`config.mk`:
```
export PLATFORM = sky130hd
export DESIGN_NAME = ppfpc_top
export DESIGN_NICKNAME = d
export VERILOG_FILES = /design/src/ppfpc_top.v
export VERILOG_INCLUDE_DIRS = /design/src
export SDC_FILE = /design/constraint.sdc
export NUM_CORES = 1
export LEC_CHECK = 0
export BUFFER_PORTS_ARGS = -buffer_cell sky130_fd_sc_hd__buf_4
export CAP_MARGIN = 20
export CORE_AREA = 2 2 73 75
export DETAILED_ROUTE_END_ITERATION = 16
export DIE_AREA = 0 0 75 77
export GPL_TIMING_DRIVEN = 0
export PLACE_DENSITY = 0.77
export SYNTH_ARGS = -nofsm -noshare
export SYNTH_HDL_FRONTEND = slang
export SYNTH_SLANG_ARGS = --single-unit
```
`constraint.sdc`:
```
create_clock -name I_CLOCK -period 2.6 [get_ports I_CLOCK]
set_input_delay 0.52 -clock I_CLOCK [delete_from_list [all_inputs] [get_ports I_CLOCK]]
set_output_delay 0.52 -clock I_CLOCK [all_outputs]
set_load 0.05 [all_outputs]
```
`src/ppfpc_regs.vh`:
```
// Constants for the port pin function and pull-up control block.
// Assumes inclusion by the single design file ppfpc_top.v.
`ifndef PPFPC_REGS_VH
`define PPFPC_REGS_VH
`define PPFPC_PD_GPIO_W 6
`define PPFPC_PD_PUR_W 8
`define PPFPC_PE_PUR_W 2
`define PPFPC_PD_PUR_RST 8'hFF
`define PPFPC_PE_PUR_RST 2'h3
`define PPFPC_PD_SEL_RST 6'h00
`define PPFPC_SER_SEL_RST 4'hF
`define PPFPC_BIT_TX0 0
`define PPFPC_BIT_RX0 1
`define PPFPC_BIT_TX1 2
`define PPFPC_BIT_RX1 3
`define PPFPC_PD_TX1 6
`define PPFPC_PD_RX1 7
`define PPFPC_TCK_SYNC 2
`endif

```
`src/ppfpc_top.v`:
```
// Pad function selection, pull-up control and test port pad sampling.
// Assumes synchronous inputs; test clock is sampled on the system clock.
//
// Behaviour
// - Each port D bit 0-5 is individually input or output.
// - After reset port D bits 0-5 are general-purpose I/O.
// - Memory-interface select turns port D 0-5 into chip selects 2-7.
// - Chip selects float while bus idles unless drive-select bit is set.
// - Clearing port D pull-up bit n turns off pin n pull-up.
// - Serial 0 transmit default after reset; port E bit 0 alternate.
// - Serial 0 receive default after reset; port E bit 1 alternate.
// - Serial 1 transmit default after reset; port D bit 6 alternate.
// - Serial 1 receive default after reset; port D bit 7 alternate.
// - Mode select sampled on rising test clock, steps TAP controller.
// - Test data input sampled serially on rising test clock.
// - Test data out driven only in shift states, changes on falling edge.
// - Test-port pull-up disable bit turns off mode and data-in pull-ups.
`timescale 1ns/10ps
`include "ppfpc_regs.vh"
module ppfpc_top (
    input wire I_CLOCK,
    input wire I_ARST_N,
    // Port D 0-5 general-purpose and chip select side
    input wire [5:0] I_PD_DIR,
    input wire [5:0] I_PD_OUT,
    input wire [5:0] I_PD_CS_SEL,
    input wire [5:0] I_CS_N,
    input wire I_EXT_BUS_ACTIVE,
    input wire I_BUS_IDLE_DRIVE_SELECT,
    input wire [5:0] I_PD_PAD_IN,
    output reg [5:0] O_PD_PAD_OUT,
    output reg [5:0] O_PD_PAD_OE,
    output reg [5:0] O_PD_IN,
    // Pull-up controls
    input wire [7:0] I_PORT_D_PULLUP_ENABLE,
    input wire [1:0] I_PORT_E_PULLUP_ENABLE,
    input wire I_PULLUP_DISABLE_TEST,
    input wire I_PULLUP_WR,
    output reg [7:0] O_PD_PULLUP,
    output reg [1:0] O_PE_PULLUP,
    output reg O_TEST_PULLUP,
    // Serial pads; select bit high means serial function
    input wire [3:0] I_SER_SEL,
    input wire [3:0] I_SER_GPIO_DIR,
    input wire [3:0] I_SER_GPIO_OUT,
    input wire I_SERIAL0_TRANSMIT,
    input wire I_SERIAL1_TRANSMIT,
    input wire [3:0] I_SER_PAD_IN,
    output reg [3:0] O_SER_PAD_OUT,
    output reg [3:0] O_SER_PAD_OE,
    output reg O_SERIAL0_RECEIVE,
    output reg O_SERIAL1_RECEIVE,
    output reg [3:0] O_SER_GPIO_IN,
    // Test port pads
    input wire I_TCK,
    input wire I_TMS,
    input wire I_TDI,
    input wire I_TAP_TDO,
    input wire I_TAP_SHIFT,
    output reg O_TAP_TMS,
    output reg O_TAP_TDI,
    output reg O_TAP_STEP,
    output reg O_TDO,
    output reg O_TDO_OE
);
    reg [1:0] rst_sync;
    wire rst_n;
    reg [`PPFPC_TCK_SYNC-1:0] tck_sync;
    reg tck_prev;
    wire tck_rise;
    wire tck_fall;
    reg [5:0] next_pd_out;
    reg [5:0] next_pd_oe;
    reg [3:0] next_ser_out;
    reg [3:0] next_ser_oe;
    reg [3:0] ser_sel;
    reg [5:0] pd_sel;
    // Loop indices, one for each combinational process
    integer i;
    integer j;

    assign rst_n = rst_sync[1];
    always @(posedge I_CLOCK or negedge I_ARST_N) begin
        if (!I_ARST_N) begin
            rst_sync <= 2'h0;
        end else begin
            rst_sync <= {rst_sync[0], 1'h1};
        end
    end

    // Edge detection reads only the second synchroniser stage
    assign tck_rise = tck_sync[1] & ~tck_prev;
    assign tck_fall = ~tck_sync[1] & tck_prev;

    always @* begin
        for (i = 0; i < `PPFPC_PD_GPIO_W; i = i + 1) begin
            if (pd_sel[i]) begin
                next_pd_out[i] = I_CS_N[i];
                // Idle bus floats the select unless drive-select is set
                next_pd_oe[i] = I_EXT_BUS_ACTIVE |
                    I_BUS_IDLE_DRIVE_SELECT;
            end else begin
                next_pd_out[i] = I_PD_OUT[i];
                next_pd_oe[i] = I_PD_DIR[i];
            end
        end
    end

    // Serial pads; the loop index is compared with the transmit bit codes
    always @* begin
        // Transmit pads drive in serial mode; receive pads drive only in port mode
        next_ser_out = {I_SER_GPIO_OUT[3], I_SERIAL1_TRANSMIT,
            I_SER_GPIO_OUT[1], I_SERIAL0_TRANSMIT};
        next_ser_oe = I_SER_GPIO_DIR;
        for (j = 0; j < 4; j = j + 1) begin
            if (!ser_sel[j]) begin
                next_ser_out[j] = I_SER_GPIO_OUT[j];
            end else begin
                next_ser_oe[j] = (j == `PPFPC_BIT_TX0) ||
                    (j == `PPFPC_BIT_TX1);
            end
        end
    end

    // Select registers; pads follow one edge later, so a mode change
    // never reaches a pad through an unregistered path.
    always @(posedge I_CLOCK or negedge rst_n) begin
        if (!rst_n) begin
            pd_sel <= `PPFPC_PD_SEL_RST;
            ser_sel <= `PPFPC_SER_SEL_RST;
        end else begin
            pd_sel <= I_PD_CS_SEL;
            ser_sel <= I_SER_SEL;
        end
    end

    // Port D pads 0-5 and their input path
    always @(posedge I_CLOCK or negedge rst_n) begin
        if (!rst_n) begin
            O_PD_PAD_OUT <= 6'h00;
            O_PD_PAD_OE <= 6'h00;
            O_PD_IN <= 6'h00;
        end else begin
            O_PD_PAD_OUT <= next_pd_out;
            O_PD_PAD_OE <= next_pd_oe;
            // Chip-select pins read as zero on the port side
            O_PD_IN <= I_PD_PAD_IN & ~pd_sel;
        end
    end

    // Pull-ups hold their setting between load strobes
    always @(posedge I_CLOCK or negedge rst_n) begin
        if (!rst_n) begin
            O_PD_PULLUP <= `PPFPC_PD_PUR_RST;
            O_PE_PULLUP <= `PPFPC_PE_PUR_RST;
            O_TEST_PULLUP <= 1'h1;
        end else if (I_PULLUP_WR) begin
            O_PD_PULLUP <= I_PORT_D_PULLUP_ENABLE;
            O_PE_PULLUP <= I_PORT_E_PULLUP_ENABLE;
            O_TEST_PULLUP <= ~I_PULLUP_DISABLE_TEST;
        end
    end

    // Serial pads and the receive paths into both serial ports
    always @(posedge I_CLOCK or negedge rst_n) begin
        if (!rst_n) begin
            O_SER_PAD_OUT <= 4'h0;
            O_SER_PAD_OE <= 4'h0;
            O_SERIAL0_RECEIVE <= 1'h1;
            O_SERIAL1_RECEIVE <= 1'h1;
            O_SER_GPIO_IN <= 4'h0;
        end else begin
            O_SER_PAD_OUT <= next_ser_out;
            O_SER_PAD_OE <= next_ser_oe;
            // Receivers idle high when their pad is lent to the port,
            // so a port-mode pad never looks like a start bit
            O_SERIAL0_RECEIVE <= ser_sel[`PPFPC_BIT_RX0] ?
                I_SER_PAD_IN[`PPFPC_BIT_RX0] : 1'h1;
            O_SERIAL1_RECEIVE <= ser_sel[`PPFPC_BIT_RX1] ?
                I_SER_PAD_IN[`PPFPC_BIT_RX1] : 1'h1;
            O_SER_GPIO_IN <= I_SER_PAD_IN & ~ser_sel;
        end
    end

    // Test clock oversampling; idle level low matches its pull-down
    always @(posedge I_CLOCK or negedge rst_n) begin
        if (!rst_n) begin
            tck_sync <= 2'h0;
            tck_prev <= 1'h0;
        end else begin
            tck_sync <= {tck_sync[0], I_TCK};
            tck_prev <= tck_sync[1];
        end
    end

    // Mode select and data in, taken on the rising test clock
    always @(posedge I_CLOCK or negedge rst_n) begin
        if (!rst_n) begin
            O_TAP_TMS <= 1'h1;
            O_TAP_TDI <= 1'h1;
            O_TAP_STEP <= 1'h0;
        end else begin
            // Test clock must run well below a quarter of I_CLOCK
            O_TAP_STEP <= tck_rise;
            if (tck_rise) begin
                O_TAP_TMS <= I_TMS;
                O_TAP_TDI <= I_TDI;
            end
        end
    end

    // Data out and its enable move only on the falling test clock
    always @(posedge I_CLOCK or negedge rst_n) begin
        if (!rst_n) begin
            O_TDO <= 1'h0;
            O_TDO_OE <= 1'h0;
        end else if (tck_fall) begin
            O_TDO <= I_TAP_TDO;
            O_TDO_OE <= I_TAP_SHIFT;
        end
    end
endmodule // ppfpc_top

```
==> results of run 1 <==
==> sequential cells by signal, indices dropped and copies added, names as in the netlist, 2 cells and up <==
signal	cells
O_SER_PAD_OUT	4
tck_sync	2
pd_sel	6
O_PE_PULLUP	2
O_PD_IN	6
O_PD_PAD_OUT	6
ser_sel	4
O_PD_PAD_OE	6
O_PD_PULLUP	8
rst_sync	2
O_SER_PAD_OE	4
O_SER_GPIO_IN	4
==> worst max path at each step <==
stage	endpoint	depth (start not counted)
floorplan	O_PD_IN[0]$_DFF_PN0_	0
global placement	O_TAP_STEP$_DFF_PN0_	0
detailed placement	O_PD_PAD_OE[0]$_DFF_PN0_	3
CTS	O_TEST_PULLUP	1
global route	O_TEST_PULLUP	1
finish	O_TEST_PULLUP	1
==> cell type report <==
cell class / instances / area (sq um) / area share, %
buffer: 1 / 11.26 / 0.3435
clock buffer: 12 / 145.1 / 4.427
clock inverter: 4 / 45.04 / 1.374
inverter: 1 / 3.754 / 0.1145
multi-input combinational: 55 / 483.0 / 14.73
sequential: 63 / 1602 / 48.86
tap: 70 / 87.58 / 2.672
timing repair buffer: 118 / 900.9 / 27.48
==> metrics by stage <==
stage	hold WS [ns]	area (sq um)	total power, mW	cells	setup WS [ns]
after detailed placement	0.2814	3078	1.609	307	1.342
after floorplan	0.2244	2098	1.412	120	0.7492
after CTS	0.2761	3278	2.428	324	1.004
after global placement	0.3041	3057	1.596	306	0.1309
final	0.2577	3278	2.396	324	1.033
after global routing	0.2721	3278	2.505	324	0.9746
==> cell usage after synthesis, types with 2 or more instances <==
cell / number
a21oi_1: 6
nor2b_1: 12
nand2b_1: 2
mux2_2: 5
dfrtp_1: 44
mux2_1: 6
nor2_1: 7
or2_2: 2
mux2_4: 11
dfstp_2: 19
==> logic make-up after synthesis <==
family	synth area share, %
buf+inv	0.7154
compound gates	1.431
flops	76.27
simple gates	7.155
other cells	0.1787
mux	14.25
==> metal layers <==
metal	part of all wire [%]	global-route usage [%]
met1	35	18.17
met3	13	10.64
met4	0.52	8.571
met2	51	25.70
met5	0	0
==> timing repair <==
action | 4_1_cts | 5_1_grt
gates resized for setup | 0 | 0
endpoints found under the hold margin | 2 | 0
hold buffers | 1 | 0
setup buffers | 0 | 0
==> power by group <==
group	switching [mW]	leakage [nW]	internal (mW)	total, mW
clock network	0.343	0.100	0.465	0.808
registers	0.0388	0.720	1.07	1.11
logic	0.285	0.794	0.194	0.479
total	0.667	1.61	1.73	2.40
==> flow_metrics.tcl, run 1 <==
set metrics [dict create \
    critPathMaxStageDelay_ns 0.53 \
    r2r-end "O_TDO$_DFFE_PN0P_" \
    async_reset_ff_share_pct 100.0 \
    fin_setup_tns_ns 0 \
    path_clk_slew_ns 0.07 \
    post-route-drc-count 0 \
    p_leak_nw 1.614 \
    cts_root_buf "clkbuf_8" \
    ys_types 16 \
    yosys_warnings 0 \
    ys.flop_type "dfrtp_1" \
    hp-class "reg -> async" \
    grt_remaining_overflow 0 \
    syn_to_final_growth_pct 56.23 \
    ioPinCount 117 \
    slew_headroom_pct 63.43 \
    rows 26 \
    end_kind "output port" \
    yosysTopAreaCellShare_pct 52.47 \
    rsz0062_at_grt "false" \
    reg2reg_depth 2 \
    yosysTopAreaCell "dfrtp_1" \
    status "completed" \
    maxCapViolations 0 \
    core-area_sq_um 4977 \
    worstMarginPinSlew_ns 0.5486 \
    nets 318 \
    powerDensity_nw_per_um2 730.8 \
    dieArea_sq_um 5775 \
    nFillCells 390 \
    setup_violations 0 \
    worstPathArrival_ns 1.05 \
    fin_crit_sh_pct 60.28 \
    htreeDepth 3 \
    grt_pass1_vias 1551 \
    port_buffers 116 \
    synth-seq-cells 63 \
    numCtsBuffers 9 \
    gr-usage-all-layers_pct 17.00 \
    grt_start_max_net_pins 38 \
    avgRoutedWirePerCell_um 13.59 \
    cts_buffer_depth 2 \
    first_pass_iters 4 \
    ff2ff_setup_slack_ns 1.54 \
    cp_slowest_cell "dfstp_2" \
    routed_via_density 4.306 \
    synth_edf_count 0 \
    synth_cells 120 \
    grt_pass1_wl_mm 7.072 \
    ys_seq_area_share_pct 76.27 \
    synth.top_cells.by_area "dfrtp_1, dfstp_2, mux2_4" \
    crit_required_ns 2.08 \
    report.final.hold_viol_count 0 \
    critPathKind "reg -> out" \
    die_w_um 75 \
    irDropWorstVdd_uv 424.0 \
    die-height_um 77 \
    clk_latency_ns 0.32 \
    layout-drive-gt1-share_pct 67.72 \
    fin_util_pct 65.86 \
    drt_iter0_drc 14 \
    syn_avg_cell_area_sq_um 17.49 \
    mostFrequentLayoutCell "buf_4" \
    fmax_mhz 638.0 \
    crit_family "flip-flops" \
    initial_utilization_pct 42.16 \
    antenna_found_initial 0 \
    ant_nets 0 \
    synth_nets 189 \
    slew_violations 0 \
    via_count 1395 \
    start_kind "flip-flop" \
    worstSetupStartpoint "O_TEST_PULLUP$_DFFE_PN1P_" \
    syn_area_sq_um 2098 \
    routed_wirelength_mm 4.404 \
    gp_congestion 0.6951 \
    cts_tree "done" \
    clock_skew_ns 0.005850 \
    timing.critical_path.buf_inv 1 \
    crit_chain "buf_4" \
    mostFrequentLayoutCells "buf_4, dfrtp_1, dfstp_2" \
    hpwl_mm 3.366 \
    rr_startpoint "tck_sync[1]$_DFF_PN0_" \
    critical_path.max_fanout 2 \
    n_antenna_cell 0 \
    fin_crit_ns 1.567 \
    cts.sinks 63 \
]
Note: power is estimated with default switching activity, not from simulation.
==> run 2: changes to the inputs <==
- ABC_AREA: unset -> 1
- CORE_AREA: 2 2 73 75 -> 2 2 74 76
- DIE_AREA: 0 0 75 77 -> 0 0 76 78
- PLACE_DENSITY: 0.77 -> 0.75
- clock period: 2.6 -> 1.5 ns (I/O delays scaled with it)
==> run 2 against run 1 <==
  * Clock power up 58%
  * Synthesized cell count increased by 60%
  * First-iteration DRC count rose to 2.9 times the previous value
  * Non-clock buffer count grew 1
  * Hold slack got worse by 0.19 ns
  * Final area up 0.31%
  * Sequential share of layout area shrank 0.15 points
  * Combinational power grew 63%
  * Clock-buffer cell count up 3
  * Critical endpoint is now O_PE_PULLUP[0]
  * Largest power group unchanged
==> flow_metrics.tcl, run 2 <==
set metrics [dict create \
    routed_wirelength_mm 4.559 \
    yosys_warnings 0 \
    die_w_um 76 \
    multi_input_area_sq_um 410.4 \
    synth_most_common_cell "nand2_1" \
    antenna_found_initial 0 \
    syn_avg_cell_area_sq_um 11.04 \
    nFillCells 421 \
    ff_latch_area_sq_um 1602 \
    async_reset_ff_share_pct 100.0 \
    start_kind "flip-flop" \
    post-route-drc-count 0 \
    p_leak_nw 1.799 \
    maxCapViolations 0 \
    mostFrequentLayoutCells "buf_4, nand2_1, dfrtp_1" \
    mostFrequentLayoutCell "buf_4" \
    synth_cells 192 \
    largest_register "O_PD_PULLUP" \
    irDropWorstVdd_uv 672.3 \
    cts.sinks 63 \
    whs_ns 0.07013 \
    first_pass_iters 4 \
    combPwrFrac_pct 19.6 \
    report.final.hold_viol_count 0 \
    die-height_um 78 \
    worstSetupStartpoint "O_PE_PULLUP[0]$_DFFE_PN1P_" \
    grt_start_max_net_pins 40 \
    design_area_sq_um 3288 \
    dieArea_sq_um 5928 \
    ys_seq_area_share_pct 75.50 \
    timing.critical_path.buf_inv 1 \
    via_count 1664 \
    crit_family "flip-flops" \
    ff2ff_setup_slack_ns 0.42 \
    crit_required_ns 1.20 \
    setup_violations 0 \
    pwr-share-clk_pct 32.1 \
    critical_path.max_fanout 2 \
    cp_slowest_cell "dfstp_2" \
    routed_via_density 4.202 \
    ant_nets 0 \
    ys_top_cells_by_count "nand2_1, dfrtp_1, inv_1" \
    grt_remaining_overflow 0 \
    place_area_sq_um 3107 \
    ys_types 13 \
    gp_congestion 0.7185 \
    crit_end "O_PE_PULLUP[0]" \
    status "completed" \
    worstMarginPinSlew_ns 0.8728 \
    numCtsBuffers 9 \
    crit_chain "buf_4" \
    synth_edf_count 0 \
    port_buffers 116 \
    fin_crit_ns 1.360 \
    rsz0062_at_grt "false" \
    hpwl_mm 3.464 \
    largest_reg_flops 8 \
    synth.top_cells.by_area "dfrtp_1, dfstp_2, nand2_1" \
    yosysTopAreaCell "dfrtp_1" \
    ioPinCount 117 \
    fin_ws_ns 0.1404 \
    grt_pass1_vias 1756 \
    layout-drive-gt1-share_pct 48.16 \
    slew_headroom_pct 41.82 \
    dp_worst_setup_slack_ns 0.3711 \
    powerDensity_nw_per_um2 1210 \
    placedCellCount 379 \
    grt_pass1_wl_mm 7.610 \
    critPathMaxStageDelay_ns 0.54 \
    fmax_mhz 735.5 \
    drt_iter0_drc 40 \
    avgRoutedWirePerCell_um 11.51 \
    nets 390 \
    clock_skew_ns 0.004341 \
    power_frac_seq_pct 48.2 \
    worstPathArrival_ns 1.06 \
    power_switching_mw 1.152 \
    path_clk_slew_ns 0.06 \
    fin_setup_tns_ns 0 \
    finalPower_mw 3.977 \
    hp-class "in -> reg" \
    p_sw_share_pct 28.97 \
    rr_startpoint "rst_sync[1]$_DFF_PN0_" \
    yosysTopAreaCellShare_pct 51.95 \
    n_antenna_cell 0 \
    htreeDepth 3 \
    p_int_mw 2.825 \
    initial_utilization_pct 42.03 \
    synth-seq-cells 63 \
    fin_util_pct 65.21 \
    syn_area_sq_um 2120 \
    reg2reg_depth 1 \
    finalNonFillerCells 396 \
    synth_nets 261 \
    cts_root_buf "clkbuf_8" \
    cts_buffer_depth 2 \
    slew_violations 0 \
    core-area_sq_um 5042 \
    gr-usage-all-layers_pct 17.04 \
    ys.flop_type "dfrtp_1" \
    end_kind "output port" \
    syn_to_final_growth_pct 55.14 \
    r2r-end "ser_sel[0]$_DFF_PN1_" \
    cp.depth 1 \
    clk_latency_ns 0.33 \
    fin_crit_sh_pct 90.64 \
    rows 26 \
    critPathKind "reg -> out" \
    cts_tree "done" \
]
==> run 2: repair_timing <==
| item | CTS | global route |
|---|---|---|
| buffers inserted | 0 | 0 |
| resized for setup | 0 | 0 |
| setup endpoints to repair | 0 | 0 |
| hold buffers | 1 | 0 |
| hold endpoints to repair | 2 | 0 |
==> run 2: worst min path at each step <==
stage	to	depth (start not counted)	from	slack (ns)
floorplan	rst_sync[0]$_DFF_PN0_	0	I_ARST_N	0.004
global placement	rst_sync[0]$_DFF_PN0_	1	I_ARST_N	0.08
detailed placement	rst_sync[0]$_DFF_PN0_	1	I_ARST_N	0.08
CTS	pd_sel[3]$_DFF_PN0_	1	I_PD_CS_SEL[3]	0.05
global route	tck_sync[0]$_DFF_PN0_	1	I_TCK	0.04
finish	pd_sel[3]$_DFF_PN0_	1	I_PD_CS_SEL[3]	0.07
==> run 2: layout make-up <==
class	count	share of cell area, %
buffer	2	0.5708
clock buffer	15	5.061
clock inverter	1	0.1522
inverter	24	2.740
multi-input combinational	103	12.48
sequential	63	48.71
tap	70	2.664
timing repair buffer	118	27.63
==> run 2: power by group through the flow <==
stage	sequential, mW	clock, mW	combinational [mW]
after global placement	1.96	0	0.757
after floorplan	2.30	0	0.0962
after global routing	1.94	1.40	0.827
final	1.92	1.28	0.780
after CTS	1.92	1.33	0.789
after detailed placement	1.95	0	0.786
==> run 2: logic make-up after synthesis <==
kind of cell / count (synthesis) / share of synthesized area [%]
compound gates: 9 / 2.125
flops: 63 / 75.50
other cells: 1 / 0.1769
buf+inv: 26 / 5.136
simple gates: 93 / 17.06
==> run 2: routing by layer <==
layer	vias up	track usage, %	share of wire, %
li1	825	-	-
met1	743	16.55	36
met2	86	28.21	48
met3	10	11.05	14
met4	0	8.182	1.9
met5	-	0	0
==> run 3: changes to the inputs <==
- PLACE_DENSITY: 0.75 -> 0.72
==> run 3 against run 2 <==
  * First-iteration DRC count grew 7.5%
  * Cell count is the same
  * Via count shrank 0.78%
  * Clock-buffer cell count shrank 1
  * Fmax grew 0.73%
  * Sequential cell count unchanged
  * Final area is 0.49% lower
  * Highest routed layer unchanged
==> flow_metrics.tcl, run 3 (same netlist as run 2, synthesis figures left out) <==
set metrics [dict create \
    status "completed" \
    dieArea_sq_um 5928 \
    min_path_cells 1 \
    fin_setup_tns_ns 0 \
    path_clk_slew_ns 0.06 \
    critPathKind "reg -> out" \
    drt_iter0_drc 43 \
    gp_congestion 0.7487 \
    clk_latency_ns 0.32 \
    largest_reg_flops 8 \
    mostFrequentLayoutCells "buf_4, nand2_1, dfrtp_1" \
    layout-drive-gt1-share_pct 48.16 \
    clock_skew_ns 0.005806 \
    hp-class "in -> reg" \
    hpwl_mm 3.423 \
    rr_startpoint "rst_sync[1]$_DFF_PN0_" \
    largest_register "O_PD_PULLUP" \
    reg2reg_depth 1 \
    crit_chain "buf_4" \
    fin_crit_sh_pct 89.98 \
    cts_tree "done" \
    design_area_sq_um 3272 \
    ant_nets 0 \
    fmax_mhz 740.9 \
    critPathMaxStageDelay_ns 0.54 \
    syn_to_final_growth_pct 54.37 \
    critical_path.max_fanout 2 \
    rows 26 \
    crit_family "flip-flops" \
    antenna_found_initial 0 \
    p_leak_nw 1.793 \
    fin_crit_ns 1.350 \
    end_kind "output port" \
    die-height_um 78 \
    crit_required_ns 1.20 \
    min_from "I_SER_SEL[2]" \
    die_w_um 76 \
    grt_remaining_overflow 0 \
    rsz0062_at_grt "false" \
    first_pass_iters 4 \
    initial_utilization_pct 42.03 \
    worstPathArrival_ns 1.05 \
    timing.critical_path.buf_inv 1 \
    worstSetupStartpoint "O_TAP_TDI$_DFFE_PN1P_" \
    avgRoutedWirePerCell_um 11.18 \
    place_area_sq_um 3099 \
    post_cts_buffers 0 \
    cp_slowest_cell "dfstp_2" \
    gr-usage-all-layers_pct 16.56 \
    cts_root_buf "clkbuf_8" \
    r2r-end "ser_sel[0]$_DFF_PN1_" \
    start_kind "flip-flop" \
    htreeDepth 3 \
    ioPinCount 117 \
    grt_pass1_wl_mm 7.610 \
    min_to "ser_sel[2]$_DFF_PN1_" \
    grt_pass1_vias 1741 \
    setup_violations 0 \
    port_buffers 116 \
    powerDensity_nw_per_um2 1196 \
    grt_start_max_net_pins 42 \
    core-area_sq_um 5042 \
    cts.sinks 63 \
    mostFrequentLayoutCell "buf_4" \
    numCtsBuffers 9 \
    routed_via_density 4.169 \
    ff2ff_setup_slack_ns 0.65 \
    n_antenna_cell 0 \
    post-route-drc-count 0 \
    maxCapViolations 0 \
    cts_buffer_depth 2 \
    irDropWorstVdd_uv 595.4 \
    report.final.hold_viol_count 0 \
    nets 390 \
    via_count 1651 \
    routed_wirelength_mm 4.427 \
    slew_violations 0 \
]
[run 3: stage by stage]
step	hold WS [ns]	total power, mW	util, %	std cells	setup WS [ns]
2_1_floorplan	0.004409	2.394	-	192	0.4364
3_3_place_gp	0.08304	2.712	61.07	378	0.08545
3_5_place_dp	0.08487	2.733	61.46	379	0.4880
4_1_cts	0.05926	3.979	64.89	396	0.1253
5_1_grt	0.05129	4.104	64.89	396	0.09991
6_report	0.07921	3.912	64.89	396	0.1503
[run 3: how the worst max path moves through the flow]
stage                                       endpoint  slack (ns)  cells after the start
after floorplan                 O_PD_IN[0]$_DFF_PN0_        0.44                      0
after global placement    O_SER_PAD_OUT[2]$_DFF_PN0_        0.09                      0
after detailed placement                   O_TAP_TDI        0.49                      1
after CTS                                  O_TAP_TDI        0.13                      1
after global routing                       O_TAP_TDI         0.1                      1
final                                      O_TAP_TDI        0.15                      1
[run 3: repair_timing]
action	in CTS	in global routing
hold buffers	1	0
hold endpoints to repair	2	0
resized for setup	0	0
[run 3: routing by layer]
metal	GRT usage (%)	vias to the layer above	wire, um
li1	-	827	-
met1	17.59	748	1671
met2	27.14	72	2215
met3	10.12	4	496
met4	6.000	0	44
met5	0	-	0
[run 3: report_power, final]
part	internal (mW)	switching, mW
clock network	0.642	0.576
logic	0.286	0.498
registers	1.85	0.0638
total	2.77	1.14
[run 3: layout make-up]
cell class              count  area, sq um
fillers                   435         1770
flip-flops and latches     63         1602
repair buffers            118        900.9
multi-input cells         103        410.4
clock buffers              14        152.6
inverters                  24        90.09
well taps                  70        87.58
plain buffers               2        18.77
clock inverters             2        10.01
